--- src/core/upds_pkg.sv ---
// Package: map, field layout, reset values and bus carriers of the block
package upds_pkg;

	// Bus geometry
	localparam int ADDR_W = 12;
	localparam int DATA_W = 32;

	// Printed register indices; byte address is four times the index
	localparam logic [7:0] IDX_UP_BOOST = 8'hF6;
	localparam logic [7:0] IDX_DN_BOOST = 8'hF8;
	localparam logic [7:0] IDX_PIN_SWAP = 8'hFA;

	// Field positions
	localparam int UP_LVL_LSB   = 0;
	localparam int DN1_LVL_LSB  = 0;
	localparam int DN2_LVL_LSB  = 2;
	localparam int DN3_LVL_LSB  = 4;
	localparam int DN4_LVL_LSB  = 6;
	localparam int SWAP_UP_BIT  = 0;
	localparam int SWAP_DN1_BIT = 1;
	localparam int SWAP_W       = 5;

	// Values after reset: no boost, no swap
	localparam logic [1:0]        UP_BOOST_RST = 2'h0;
	localparam logic [7:0]        DN_BOOST_RST = 8'h00;
	localparam logic [SWAP_W-1:0] SWAP_RST     = 5'h00;

	// Bus answers
	localparam logic [1:0] RESP_OKAY   = 2'h0;
	localparam logic [1:0] RESP_SLVERR = 2'h2;

	// Register selector
	typedef enum logic [1:0] {
		SEL_NONE = 2'b00,
		SEL_UP   = 2'b01,
		SEL_DN   = 2'b10,
		SEL_SWAP = 2'b11
	} upds_sel_e;

	// Master to slave channel signals
	typedef struct packed {
		logic [ADDR_W-1:0] awaddr;
		logic              awvalid;
		logic [DATA_W-1:0] wdata;
		logic [3:0]        wstrb;
		logic              wvalid;
		logic              bready;
		logic [ADDR_W-1:0] araddr;
		logic              arvalid;
		logic              rready;
	} upds_axil_req_s;

	// Slave to master channel signals
	typedef struct packed {
		logic              awready;
		logic              wready;
		logic              bvalid;
		logic [1:0]        bresp;
		logic              arready;
		logic              rvalid;
		logic [DATA_W-1:0] rdata;
		logic [1:0]        rresp;
	} upds_axil_rsp_s;

	// Whole state of the block
	typedef struct packed {
		logic [1:0]        up_boost;
		logic [7:0]        dn_boost;
		logic [SWAP_W-1:0] swap;
		logic              aw_got;
		logic [ADDR_W-1:0] awaddr;
		logic              w_got;
		logic [7:0]        wdata;
		logic              wstrb0;
		logic              bvalid;
		logic [1:0]        bresp;
		logic              rvalid;
		logic [DATA_W-1:0] rdata;
		logic [1:0]        rresp;
		logic              up_pos;
		logic              up_neg;
		logic [3:0]        dn_pos;
		logic [3:0]        dn_neg;
	} upds_state_s;

	localparam upds_state_s UPDS_ST_RST = '{
		up_boost: UP_BOOST_RST,
		dn_boost: DN_BOOST_RST,
		swap:     SWAP_RST,
		default:  '0
	};

endpackage

--- src/core/upds_config.sv ---
// Drive boost and data pin swap configuration registers with AXI4-Lite slave
//
// Implementation choice: the AXI4-Lite slave port.
`timescale 1ns/100ps

// Function
// - Upstream boost level from bits 1:0
// - Port 4 boost from downstream bits 7:6
// - Port 3 boost from downstream bits 5:4
// - Port 2 boost from downstream bits 3:2
// - Port 1 boost from downstream bits 1:0
// - Swap bit one exchanges D+ and D-
// - Swap bits 1..4 steer downstream ports 1..4
// - Swap bit 0 steers upstream port
module upds_config
	import upds_pkg::*;
(
	input  wire logic           clk,
	input  wire logic           nrst,
	input  wire upds_axil_req_s axi_req,
	output upds_axil_rsp_s      axi_rsp,
	output logic [1:0]          upstream_boost_level,
	output logic [1:0]          down1_boost_level,
	output logic [1:0]          down2_boost_level,
	output logic [1:0]          down3_boost_level,
	output logic [1:0]          down4_boost_level,
	output logic [SWAP_W-1:0]   pin_swap_bits,
	input  wire logic           upstream_dp_tx,
	input  wire logic           upstream_dm_tx,
	input  wire logic [3:0]     downstream_dp_tx,
	input  wire logic [3:0]     downstream_dm_tx,
	output logic                upstream_pos_pin,
	output logic                upstream_neg_pin,
	output logic [3:0]          downstream_pos_pin,
	output logic [3:0]          downstream_neg_pin
);

	// Word address decode, shared by the read and write paths
	function automatic upds_sel_e reg_sel(input logic [ADDR_W-1:0] a);
		logic [ADDR_W-3:0] w;
		w = a[ADDR_W-1:2];
		if (w == {2'h0, IDX_UP_BOOST})
			reg_sel = SEL_UP;
		else if (w == {2'h0, IDX_DN_BOOST})
			reg_sel = SEL_DN;
		else if (w == {2'h0, IDX_PIN_SWAP})
			reg_sel = SEL_SWAP;
		else
			reg_sel = SEL_NONE;
	endfunction

	upds_state_s st_ff;
	upds_state_s nxt_st;
	logic        aw_fire;
	logic        w_fire;
	logic        ar_fire;
	logic        wr_fire;
	upds_sel_e   wr_sel;
	upds_sel_e   rd_sel;

	// Handshakes; a channel is held off while its answer is pending
	assign axi_rsp.awready = !st_ff.aw_got && !st_ff.bvalid;
	assign axi_rsp.wready  = !st_ff.w_got && !st_ff.bvalid;
	assign axi_rsp.arready = !st_ff.rvalid;
	assign axi_rsp.bvalid  = st_ff.bvalid;
	assign axi_rsp.bresp   = st_ff.bresp;
	assign axi_rsp.rvalid  = st_ff.rvalid;
	assign axi_rsp.rdata   = st_ff.rdata;
	assign axi_rsp.rresp   = st_ff.rresp;

	assign aw_fire = axi_req.awvalid && axi_rsp.awready;
	assign w_fire  = axi_req.wvalid && axi_rsp.wready;
	assign ar_fire = axi_req.arvalid && axi_rsp.arready;
	assign wr_fire = st_ff.aw_got && st_ff.w_got && !st_ff.bvalid;
	assign wr_sel  = reg_sel(st_ff.awaddr);
	assign rd_sel  = reg_sel(axi_req.araddr);

	// Static controls and steered pins straight from the register flops
	assign upstream_boost_level = st_ff.up_boost;
	assign down4_boost_level = st_ff.dn_boost[DN4_LVL_LSB +: 2];
	assign down3_boost_level = st_ff.dn_boost[DN3_LVL_LSB +: 2];
	assign down2_boost_level = st_ff.dn_boost[DN2_LVL_LSB +: 2];
	assign down1_boost_level = st_ff.dn_boost[DN1_LVL_LSB +: 2];
	assign pin_swap_bits      = st_ff.swap;
	assign upstream_pos_pin   = st_ff.up_pos;
	assign upstream_neg_pin   = st_ff.up_neg;
	assign downstream_pos_pin = st_ff.dn_pos;
	assign downstream_neg_pin = st_ff.dn_neg;

	// Next state: bus slave, register writes, read data, pin steering
	always_comb begin
		nxt_st = st_ff;
		// Address and data may arrive in either order
		if (aw_fire) begin
			nxt_st.aw_got = 1'b1;
			nxt_st.awaddr = axi_req.awaddr;
		end
		if (w_fire) begin
			nxt_st.w_got  = 1'b1;
			nxt_st.wdata  = axi_req.wdata[7:0];
			nxt_st.wstrb0 = axi_req.wstrb[0];
		end
		// Only the low byte lane holds register bits
		if (wr_fire) begin
			nxt_st.aw_got = 1'b0;
			nxt_st.w_got  = 1'b0;
			nxt_st.bvalid = 1'b1;
			nxt_st.bresp  = (wr_sel == SEL_NONE) ? RESP_SLVERR : RESP_OKAY;
			if (st_ff.wstrb0) begin
				unique case (wr_sel)
					SEL_UP: begin
						// Upper bits dropped on write
						nxt_st.up_boost = st_ff.wdata[UP_LVL_LSB +: 2];
					end
					SEL_DN: begin
						nxt_st.dn_boost = st_ff.wdata;
					end
					SEL_SWAP: begin
						nxt_st.swap = st_ff.wdata[SWAP_W-1:0];
					end
					SEL_NONE: begin
						nxt_st.bresp = RESP_SLVERR;
					end
				endcase
			end
		end else if (st_ff.bvalid && axi_req.bready) begin
			nxt_st.bvalid = 1'b0;
		end
		// Read answer; reserved bits return zero
		if (ar_fire) begin
			nxt_st.rvalid = 1'b1;
			nxt_st.rresp  = RESP_OKAY;
			unique case (rd_sel)
				SEL_UP:   nxt_st.rdata = {30'h0, st_ff.up_boost};
				SEL_DN:   nxt_st.rdata = {24'h0, st_ff.dn_boost};
				SEL_SWAP: nxt_st.rdata = {27'h0, st_ff.swap};
				SEL_NONE: begin
					nxt_st.rdata = 32'h0;
					nxt_st.rresp = RESP_SLVERR;
				end
			endcase
		end else if (st_ff.rvalid && axi_req.rready) begin
			nxt_st.rvalid = 1'b0;
		end
		// Registered pin steering keeps the pins glitch free on a swap
		nxt_st.up_pos = st_ff.swap[SWAP_UP_BIT] ? upstream_dm_tx
		                                        : upstream_dp_tx;
		nxt_st.up_neg = st_ff.swap[SWAP_UP_BIT] ? upstream_dp_tx
		                                        : upstream_dm_tx;
		for (int i = 0; i < 4; i++) begin
			nxt_st.dn_pos[i] = st_ff.swap[SWAP_DN1_BIT+i] ? downstream_dm_tx[i]
			                                             : downstream_dp_tx[i];
			nxt_st.dn_neg[i] = st_ff.swap[SWAP_DN1_BIT+i] ? downstream_dp_tx[i]
			                                             : downstream_dm_tx[i];
		end
	end

	// State register with synchronous reset
	always_ff @(posedge clk) begin
		if (!nrst)
			st_ff <= UPDS_ST_RST;
		else
			st_ff <= nxt_st;
	end
endmodule // upds_config

--- config.mk ---
export PLATFORM = sky130hd
export DESIGN_NAME = upds_config
export DESIGN_NICKNAME = d
export VERILOG_FILES = /design/src/core/upds_pkg.sv /design/src/core/upds_config.sv
export SDC_FILE = /design/constraint.sdc
export NUM_CORES = 1
export LEC_CHECK = 0
export ABC_AREA = 1
export BUFFER_PORTS_ARGS = -buffer_cell sky130_fd_sc_hd__buf_2
export CAP_MARGIN = 20
export CORE_AREA = 2 2 99 72
export CTS_CLUSTER_DIAMETER = 60
export CTS_CLUSTER_SIZE = 12
export DETAILED_ROUTE_END_ITERATION = 7
export DIE_AREA = 0 0 101 74
export GPL_ROUTABILITY_DRIVEN = 0
export GPL_TIMING_DRIVEN = 1
export PLACE_DENSITY = 0.82
export SYNTH_ARGS = -nofsm -noshare
export SYNTH_HDL_FRONTEND = slang
export SYNTH_SLANG_ARGS = --single-unit
--- constraint.sdc ---
create_clock -name clk -period 3.2 [get_ports clk]
set_input_delay 0 -clock clk [delete_from_list [all_inputs] [get_ports clk]]
set_output_delay 0 -clock clk [all_outputs]
set_load 0.01 [all_outputs]
Word level (Yosys, flattened, before mapping)
Cells that the tools add are included.

word-level totals
  flip-flop bits (word level) = 86
  input port bits = 77
  output and inout bits = 66

operators by class
  eq/ne operators = 12
  multiplexer cells = 25
  bitwise logic cells = 1
  reduce and logical (&&, ||, !) cells = 21

operators with widths
  cell                                                                    count
  32-bit one-hot mux with 4 select lines                                  1
  10-bit by 8-bit equality test with 1-bit output, second input constant  6
  2-bit 2-to-1 mux                                                        10
  1-bit 2-to-1 mux                                                        14
  1-bit logical AND                                                       9
  3-bit AND reduction                                                     3
  2-bit equality test, second input constant                              4
  2-bit by 1-bit equality test with 1-bit output, second input constant   2
  1-bit logical NOT                                                       4
  2-bit logical NOT                                                       2
  2-bit nonzero test                                                      2
  2-bit OR reduction                                                      1
  1-bit NOT                                                               1

Longest topological paths before layout
Gate-level depths: netlist of the first run.

  word-level depth = 8
  mapped depth = 7
  mapped depth without buffers = 7

Worst setup path before layout of the first run
Ideal clock, no wire load.

  kind = register -> register
  start = reg st_ff[63] (netlist bit)
  end = reg st_ff, in the netlist down1_boost_level[0]
  setup time = 132 ps
  data arrival time = 1184 ps
  slack = 1883 ps
  stages on the path, launching flop included = 7
  buffers on the path = 0
  clock period less this slack = 1317 ps
  path through = dfxtp_1 > inv_1 > or2_4 > nor3_4 > nand3_4 > nand2_1 > a21oi_1

between the ends
  longest elaborated chain between the ends = 6
  elaborated cells between the ends (all ways) = 8
  classes of those cells = 4 x eq/ne; 3 x mux; 1 x reduce/logical

ends and longest elaborated chain
  item                                             line                text
  from (decl)                                      upds_config.sv:52   upds_state_s st_ff;
  from (signal assigned)                           upds_config.sv:163  st_ff <= nxt_st;
  10-bit by 8-bit equality test with 1-bit output  upds_config.sv:46   else if (w == {2'h0, IDX_PIN_SWAP})
  2-bit 2-to-1 mux                                 upds_config.sv:46
  2-bit 2-to-1 mux                                 upds_config.sv:44   else if (w == {2'h0, IDX_DN_BOOST})
  2-bit 2-to-1 mux (*)                             upds_config.sv:42   if (w == {2'h0, IDX_UP_BOOST})
  2-bit equality test (*)                          upds_config.sv:110  unique case (wr_sel)
  3-bit AND reduction (no line) (*)                -

Mark *: on every way between the ends. The rest lies on a longest branch, timed or not.
A chain may end at the register's enable or synchronous reset.

Worst setup path after layout of the first run
  start = reg st_ff[63] (netlist bit)
  end = reg st_ff, in the netlist down1_boost_level[1]

The elaborated chain is that of the path after synthesis.

==> results of run 1 <==
-- worst register-to-register path, cell delays in order, from the launching register on --
cell and delay, ns:
dfxtp_1 0.31, inv_1 0.07, or2_4 0.26, nor3_4 0.39
nand3_4 0.19, nand2_1 0.10, a21oi_1 0.07
-- timing repair --
action | 4_1_cts | 5_1_grt
hold endpoints to repair | 31 | 0
setup endpoints to repair | 0 | 0
hold buffers | 36 | 0
buffers inserted | 0 | 0
-- sequential cells by signal (all words and copies together), names as in the netlist, 4 cells and up --
name	count
axi_rsp	12
downstream_neg_pin	4
downstream_pos_pin	4
pin_swap_bits	5
st_ff	21
-- through the flow --
step	power, mW	hold slack, ns	worst slack, ns	util, %
after floorplan	0.959	0.135	1.88	-
after global placement	0.979	0.236	1.73	44.9
after detailed placement	0.988	0.248	1.68	44.9
after CTS	1.70	0.0496	1.66	53.5
after global routing	1.77	0.125	1.48	53.5
final	1.68	0.0742	1.67	53.5
-- cells in the final DEF, fill, tap and decap left out, drive strengths merged --
cell type	instances
o21ai	38
clkbuf	11
nand4	23
dfxtp	58
o21a	1
buf	85
bufinv	1
nand3	10
nor3	7
clkinvlp	1
or2	2
inv	22
nand2	44
nor2	69
a21oi	29
dlygate4sd3	36
clkinv	4
conb	26
-- worst min-delay path by stage --
stage,start,to,slack (ns),depth (start not counted)
5_1_grt,axi_req[1],axi_rsp[2],0.13,4
6_report,axi_req[12],axi_rsp[1],0.07,5
2_1_floorplan,downstream_dp_tx[0],downstream_neg_pin[0],0.13,2
4_1_cts,axi_req[12],axi_rsp[1],0.05,5
3_3_place_gp,downstream_dp_tx[1],downstream_neg_pin[1],0.24,3
3_5_place_dp,downstream_dp_tx[1],downstream_neg_pin[1],0.25,3
-- per-layer routing --
layer	share of wire [%]	up-vias
met5	0	-
met4	1.3	0
met3	6.0	10
met2	46	94
met1	47	1161
li1	-	1329
-- cell type report --
class,instances,area share [%]
clock buffer,11,4.31
tap,81,2.88
timing repair buffer,121,22.3
clock inverter,5,1.49
inverter,23,2.46
multi-input combinational,249,33.5
sequential,58,33.0
-- report_power, final --
group | internal [mW] | switching, mW
sequential | 0.762 | 0.0230
clock | 0.397 | 0.279
combinational | 0.0919 | 0.131
total | 1.25 | 0.432
-- cell families (layout without fill, tap and decap cells) --
logic type      Yosys count  after routing
buf+inv                  97            160
simple gates            155            155
other cells               1             26
flops                    58             58
compound gates           68             68
==> flow_summary.json, run 1 <==
{
  "synth-compound-area-share_pct": 12.0,
  "syn_to_final_growth_pct": 23.6,
  "path_class": "register to register",
  "setup_viol_count_final": 0,
  "via_per_inst": 4.73,
  "cp.arrival_ns": 1.72,
  "powerDensity_nw_per_um2": 479,
  "synth_area_um2": 2850,
  "syn_avg_cell_area_um2": 7.51,
  "finalWirelength_um": 6580,
  "grt_setup_unrepaired": "no",
  "grt_overflow": 0,
  "final_cells": 548,
  "die_h_um": 74,
  "synthDominantCellAreaShare_pct": 40.8,
  "initial_core_util_pct": 43.3,
  "synth_common_cells": "nor2_1 (66), buf_4 (62), dfxtp_1 (58)",
  "core_area_um2": 6570,
  "ant_nets": 0,
  "synth-xor-area-share_pct": 0,
  "muxShareOfSynthArea_pct": 0,
  "clk_pin_slew_worst_paths_ns": 0.07,
  "synth_edf_count": 0,
  "worst-r2r-setup-slack_ns": 1.67,
  "synth_top_area_cell": "dfxtp_1",
  "critical_path.max_fanout": 9,
  "synthCells": 379,
  "pin_count": 143,
  "synth_top_cells_by_area": "dfxtp_1 (41%), buf_4 (16%), nor2_1 (8.7%)",
  "fin_crit_sh_pct": 48.0,
  "slowest_stage": "nor3_4",
  "synth.most_common_cell": "nor2_1",
  "grt_pass1_vias": 2396,
  "drcViolationCount": 0,
  "dieArea_um2": 7470,
  "synth_seq_cells": 58,
  "drv_cap": 0,
  "filler_cell_count": 624,
  "met2_usage_pct": 30.3,
  "vias": 2594,
  "finClkSkew_ns": 0.00868,
  "track_usage_pct": 18.4,
  "final_cell_area_um2": 3520,
  "slew_viol_final": 0,
  "fp.dieW_um": 101,
  "met1_usage_pct": 22.5,
  "cp_cell_sequence": "inv_1 > or2_4 > nor3_4 > nand3_4 > nand2_1 > a21oi_1",
  "clock.fmax_mhz": 652,
  "multi_input_area_um2": 1180,
  "grt_pass1_wl_um": 10500,
  "synth_fa_ha_area_share_pct": 0,
  "ys_warn_count": 0,
  "wl_per_cell_um": 12.0,
  "hold_violations": 0,
  "startpoint": "st_ff[63]",
  "core.rowCount": 25,
  "cts_sinks": 58,
  "synth_cell_type_count": 26,
  "final_nets": 539,
  "clock-root-buffer": "clkbuf_8",
  "dp_hpwl_um": 4610,
  "reg2reg_from": "st_ff[63]",
  "portBuffers": 85,
  "insertion_delay_ns": 0.33,
  "synthSimpleGateAreaFrac_pct": 25.9,
  "cp.buffers_inverters": 1,
  "drt_iter0_markers": 99,
  "hold_path.class": "input pin to register",
  "cp_top_family": "simple AND/OR/NAND/NOR gates",
  "slew_headroom_pct": 56.4,
  "top_usage_layer": "met2",
  "ys_seq_area_share_pct": 40.8,
  "first_pass_iters": 5,
  "reg2reg_to": "down1_boost_level[1]",
  "grtUsageMet3_pct": 6.77,
  "ctsResizeCount": 0,
  "status": "completed",
  "leakage_nw": 1.61,
  "post-route-min-period_ns": 1.53,
  "htree_levels": 3,
  "postSynth.asyncResetShare_pct": 0,
  "cp-end-kind": "register",
  "worstMarginPinSlew_ns": 0.652,
  "layout-drive-gt1-share_pct": 23.8,
  "regArea_um2": 1160,
  "antenna_cells": 0,
  "fin_tns_setup_ns": 0,
  "ys.flop_type": "dfxtp_1",
  "slowest_delay_ns": 0.39,
  "cts_buffers": 9,
  "dp_cells": 496,
  "r2r_cells": 6,
  "placed_area_um2": 2950,
  "path_depth": 6,
  "cp.required_ns": 3.38,
  "antenna_found_initial": 0,
  "crit_end": "down1_boost_level[1]",
  "cts_max_path_buffers": 2,
  "grt_max_degree": 40,
  "synth_top_family_by_area": "simple AND/OR/NAND/NOR gates",
  "cp-start-kind": "register",
  "cts_tree": "built",
  "irDropWorstVdd_v": 0.000169
}
No activity file was read; power rests on OpenSTA's default activity.
==> run 2, diff against run 1 <==
==> config.mk (replaced) <==
export PLATFORM = sky130hd
export DESIGN_NAME = upds_config
export DESIGN_NICKNAME = d
export VERILOG_FILES = /design/src/core/upds_pkg.sv /design/src/core/upds_config.sv
export SDC_FILE = /design/constraint.sdc
export NUM_CORES = 1
export LEC_CHECK = 0
export ABC_AREA = 0
export BUFFER_PORTS_ARGS = -buffer_cell sky130_fd_sc_hd__buf_2
export CAP_MARGIN = 20
export CORE_AREA = 2 2 98 72
export CTS_CLUSTER_DIAMETER = 60
export CTS_CLUSTER_SIZE = 12
export DETAILED_ROUTE_END_ITERATION = 7
export DIE_AREA = 0 0 100 74
export GPL_ROUTABILITY_DRIVEN = 0
export GPL_TIMING_DRIVEN = 1
export PLACE_DENSITY = 0.83
export SYNTH_ARGS = -nofsm -noshare
export SYNTH_HDL_FRONTEND = slang
export SYNTH_SLANG_ARGS = --single-unit
==> constraint.sdc (replaced) <==
create_clock -name clk -period 1.5 [get_ports clk]
set_input_delay 0 -clock clk [delete_from_list [all_inputs] [get_ports clk]]
set_output_delay 0 -clock clk [all_outputs]
set_load 0.01 [all_outputs]
==> flow_summary.json, run 2 <==
{
  "portBuffers": 85,
  "finalWirelength_um": 6090,
  "largest-register": "st_ff",
  "insertion_delay_ns": 0.33,
  "cp-start-kind": "register",
  "clk_pin_slew_worst_paths_ns": 0.07,
  "filler_cell_count": 605,
  "pin_count": 143,
  "synth.most_common_cell": "buf_4",
  "synth_top_area_cell": "dfxtp_1",
  "grt_max_degree": 32,
  "cts_sinks": 58,
  "final_cells": 478,
  "setup_viol_count_final": 0,
  "wl_met3_um": 425,
  "fin_crit_sh_pct": 93.2,
  "grt_pass1_vias": 2054,
  "worst-r2r-setup-slack_ns": 0.10,
  "via_per_inst": 4.57,
  "ctsHoldBuffers": 37,
  "dieArea_um2": 7400,
  "ctsResizeCount": 0,
  "finClkSkew_ns": 0.00897,
  "highest_layer": "met4",
  "grt_setup_unrepaired": "no",
  "fin_tns_setup_ns": 0,
  "slew_headroom_pct": 62.5,
  "synth_seq_cells": 58,
  "slowest_stage": "dlygate4sd3_1",
  "synth_edf_count": 0,
  "wl_per_cell_um": 12.7,
  "cp.required_ns": 1.72,
  "grt_overflow": 0,
  "cts_buffers": 9,
  "synth_common_cells": "buf_4 (62), dfxtp_1 (58), mux2i_1 (44)",
  "cp-end-kind": "register",
  "largest_reg_flops": 21,
  "drt_iter0_markers": 84,
  "cp_cell_sequence": "mux2i_1 > dlygate4sd3_1 > nor2_1",
  "die_h_um": 74,
  "status": "completed",
  "track_usage_pct": 16.6,
  "post-route-min-period_ns": 1.40,
  "postSynth.asyncResetShare_pct": 0,
  "met1_length_um": 2820,
  "synth_area_um2": 2830,
  "critical_path.max_fanout": 5,
  "post-cts-setup-buffers": 0,
  "hold_violations": 0,
  "final_nets": 469,
  "powerDensity_nw_per_um2": 1020,
  "core_area_um2": 6510,
  "ys_seq_area_share_pct": 41.0,
  "synth_top_cells_by_area": "dfxtp_1 (41%), buf_4 (16%), mux2i_1 (16%)",
  "ant_nets": 0,
  "syn_avg_cell_area_um2": 9.38,
  "drv_cap": 0,
  "synthDominantCellAreaShare_pct": 41.0,
  "cp.arrival_ns": 1.62,
  "clock-root-buffer": "clkbuf_8",
  "final_common_cell": "buf_2",
  "ys_warn_count": 0,
  "ys.flop_type": "dfxtp_1",
  "htree_levels": 3,
  "dr_wl_met2_um": 2810,
  "syn_to_final_growth_pct": 26.3,
  "synthCells": 302,
  "mostFrequentLayoutCells": "buf_2 (85), dfxtp_1 (58), mux2i_1 (44), dlygate4sd3_1 (37), nor2_1 (34)",
  "clock.fmax_mhz": 715,
  "core.rowCount": 25,
  "slew_viol_final": 0,
  "cts_max_path_buffers": 2,
  "fp.dieW_um": 100,
  "path_class": "register to register",
  "first_pass_iters": 4,
  "antenna_cells": 0,
  "cts_tree": "built",
  "leakage_nw": 1.67,
  "initial_core_util_pct": 43.6,
  "layout-drive-gt1-share_pct": 29.2,
  "hold_path.class": "input pin to register",
  "grt_pass1_wl_um": 9360,
  "worstMarginPinSlew_ns": 0.555,
  "synth_cell_type_count": 34,
  "vias": 2186,
  "dp_cells": 425,
  "dp_hpwl_um": 4270,
  "irDropWorstVdd_v": 0.000654,
  "antenna_found_initial": 0,
  "slowest_delay_ns": 0.57,
  "drcViolationCount": 0
}
## run 2: cell types whose count changed in the layout (fill, tap and decap cells not counted), sizes merged, moves of 19 or more
cell / before / now
o21ai: 38 / 7
mux2i: 0 / 44
a21oi: 29 / 8
inv: 22 / 3
nor2: 69 / 34
## run 2: final timing paths
check,start,endpoint,depth (start not counted)
worst max-delay path,pin_swap_bits[3],downstream_neg_pin[2],3
worst min-delay path,nrst,axi_rsp[34],3
worst max register to register,pin_swap_bits[3],downstream_neg_pin[2],3
worst min register to register,st_ff[55],down4_boost_level[0],2
## run 2: critical path, delay by kind of cell, from the launching register on
kind / cells / cell delay [ns]
mux: 1 / 0.21
buf+inv: 1 / 0.57
simple gates: 1 / 0.04
flops: 1 / 0.48
## run 2: final cells by class
cell class	count	area [µm²]	area share (%)
Clock inverter	5	77.6	2.17
Timing Repair Buffer	127	846	23.6
Multi-Input combinational cell	192	1240	34.6
Inverter	4	15.0	0.419
Sequential cell	58	1160	32.4
Tap cell	81	101	2.83
Clock buffer	11	141	3.95
## run 2: where the power goes
| group | total, mW | internal (mW) | switching [mW] |
|---|---|---|---|
| combinational | 0.437 | 0.222 | 0.215 |
| sequential | 1.64 | 1.60 | 0.0410 |
| clock | 1.57 | 0.975 | 0.596 |
## run 2: cell families after synthesis
group	share of synthesized area, %
mux	16.3
simple gates	18.7
flops	41.0
other cells	0.132
compound gates	4.81
buf+inv	19.0
## run 2: per-layer routing
layer	up-vias	track usage, %
met3	2	7.33
met2	73	27.5
met4	0	4.57
met5	-	0
li1	1121	-
met1	990	20.0
## run 2: metrics by stage
step / instance area (µm²) / power, mW / utilization [%] / setup WS (ns) / hold WS, ns
2_1_floorplan: 2930 / 1.97 / - / 0.253 / 0.144
3_3_place_gp: 2990 / 2.02 / 46.0 / 0.162 / 0.232
3_5_place_dp: 2990 / 2.04 / 46.0 / 0.137 / 0.241
4_1_cts: 3580 / 3.70 / 55.0 / 0.123 / 0.0606
5_1_grt: 3580 / 3.84 / 55.0 / 0.0403 / 0.0793
6_report: 3580 / 3.65 / 55.0 / 0.102 / 0.0758
==> run 3, diff against run 2 <==
--- a/config.mk
+++ b/config.mk
@@ -6,6 +6,7 @@
 export NUM_CORES = 1
 export LEC_CHECK = 0
 export ABC_AREA = 0
+export ABC_CLOCK_PERIOD_IN_PS = 1500
 export BUFFER_PORTS_ARGS = -buffer_cell sky130_fd_sc_hd__buf_2
 export CAP_MARGIN = 20
 export CORE_AREA = 2 2 98 72
@@ -15,6 +16,7 @@
 export DIE_AREA = 0 0 100 74
 export GPL_ROUTABILITY_DRIVEN = 0
 export GPL_TIMING_DRIVEN = 1
+export HOLD_SLACK_MARGIN = 0.15
 export PLACE_DENSITY = 0.83
 export SYNTH_ARGS = -nofsm -noshare
 export SYNTH_HDL_FRONTEND = slang
==> flow_summary.json, run 3 (synthesis results as in run 2) <==
{
  "slowest_delay_ns": 0.57,
  "slowest_stage": "dlygate4sd3_1",
  "pin_count": 143,
  "portBuffers": 85,
  "grt_setup_unrepaired": "no",
  "first_pass_iters": 4,
  "clock.fmax_mhz": 703,
  "track_usage_pct": 17.1,
  "mostFrequentLayoutCells": "buf_2 (85), dfxtp_1 (58), dlygate4sd3_1 (46), mux2i_1 (44), nor2_1 (34)",
  "leakage_nw": 1.71,
  "layout-drive-gt1-share_pct": 28.6,
  "grt_pass1_vias": 2113,
  "drv_cap": 0,
  "ctsHoldBuffers": 46,
  "clock-root-buffer": "clkbuf_8",
  "cp.arrival_ns": 1.63,
  "largest-register": "st_ff",
  "cts_sinks": 58,
  "filler_cell_count": 591,
  "cp_cell_sequence": "mux2i_1 > nor2_1 > dlygate4sd3_1",
  "die_h_um": 74,
  "post-route-min-period_ns": 1.42,
  "antenna_found_initial": 0,
  "status": "completed",
  "powerDensity_nw_per_um2": 1000,
  "cp-end-kind": "register",
  "final_cells": 487,
  "setup_viol_count_final": 0,
  "fp.dieW_um": 100,
  "cts_max_path_buffers": 2,
  "syn_to_final_growth_pct": 29.5,
  "finClkSkew_ns": 0.00856,
  "largest_reg_flops": 21,
  "vias": 2237,
  "final_nets": 478,
  "core_area_um2": 6510,
  "critical_path.max_fanout": 5,
  "worstMarginPinSlew_ns": 0.551,
  "clk_pin_slew_worst_paths_ns": 0.07,
  "wl_per_cell_um": 12.9,
  "via_per_inst": 4.59,
  "cp.buffers_inverters": 1,
  "cp.required_ns": 1.71,
  "cts_buffers": 9,
  "slew_viol_final": 0,
  "htree_levels": 3,
  "cts_tree": "built",
  "grt_pass1_wl_um": 9670,
  "drt_iter0_markers": 100,
  "path_class": "register to register",
  "cp-start-kind": "register",
  "hold_path.class": "input pin to register",
  "placed_area_um2": 2990,
  "dp_cells": 425,
  "dp_hpwl_um": 4270,
  "initial_core_util_pct": 43.6,
  "grt_overflow": 0,
  "final_cell_area_um2": 3670,
  "dieArea_um2": 7400,
  "hold_violations": 0,
  "grt_max_degree": 32,
  "slew_headroom_pct": 62.8,
  "cp_top_family": "buffers and inverters",
  "whs_ns": 0.217,
  "irDropWorstVdd_v": 0.000654,
  "post-cts-setup-buffers": 0,
  "fin_crit_sh_pct": 94.8,
  "fin_tns_setup_ns": 0,
  "insertion_delay_ns": 0.33,
  "ctsResizeCount": 0,
  "core.rowCount": 25,
  "antenna_cells": 0,
  "drcViolationCount": 0,
  "final_common_cell": "buf_2",
  "ant_nets": 0,
  "finalWirelength_um": 6270
}
[run 3: cell types whose count changed in the layout (fill, tap and decap cells not counted), sizes merged]
cell	previous run	this run
dlygate4sd3	37	46
[run 3: layout make-up]
type,instances,area [µm²],share of cell area [%]
repair buffers,136,936,25.5
clock buffers,11,141,3.85
multi-input cells,192,1240,33.7
well taps,81,101,2.76
inverters,4,15.0,0.409
flip-flops and latches,58,1160,31.6
clock inverters,5,77.6,2.11
[run 3: power by group]
part / internal [mW] / switching (mW)
clock network: 0.975 / 0.595
registers: 1.60 / 0.0411
logic: 0.237 / 0.219
total: 2.82 / 0.855
[run 3: metal layers]
metal	share of wire (%)	GRT usage, %	wire length [µm]	vias up
met2	47	29.2	2920	73
met3	6.7	7.33	419	2
met1	46	20.2	2900	1021
li1	-	-	-	1141
met5	0	0	0	-
met4	0.38	4.57	24	0
[run 3: final timing paths]
| path | from | end | slack, ns | cells after the start |
|---|---|---|---|---|
| hold reg to reg | st_ff[55] | down4_boost_level[0] | 0.46 | 2 |
| hold / removal | axi_req[4] | axi_rsp[3] | 0.22 | 4 |
| setup / recovery | pin_swap_bits[1] | downstream_pos_pin[0] | 0.08 | 3 |
| setup reg to reg | pin_swap_bits[1] | downstream_pos_pin[0] | 0.08 | 3 |
[run 3: worst register-to-register path, stage by stage, from the launching register on]
cell and delay, ns:
dfxtp_1 0.44, mux2i_1 0.23, nor2_1 0.05, dlygate4sd3_1 0.57
[run 3: through the flow]
step           setup slack [ns]  power [mW]  util, %
2_1_floorplan             0.253        1.97        -
3_3_place_gp              0.162        2.02     46.0
3_5_place_dp              0.137        2.04     46.0
4_1_cts                   0.116        3.72     56.4
5_1_grt                 0.00380        3.86     56.4
6_report                 0.0784        3.67     56.4
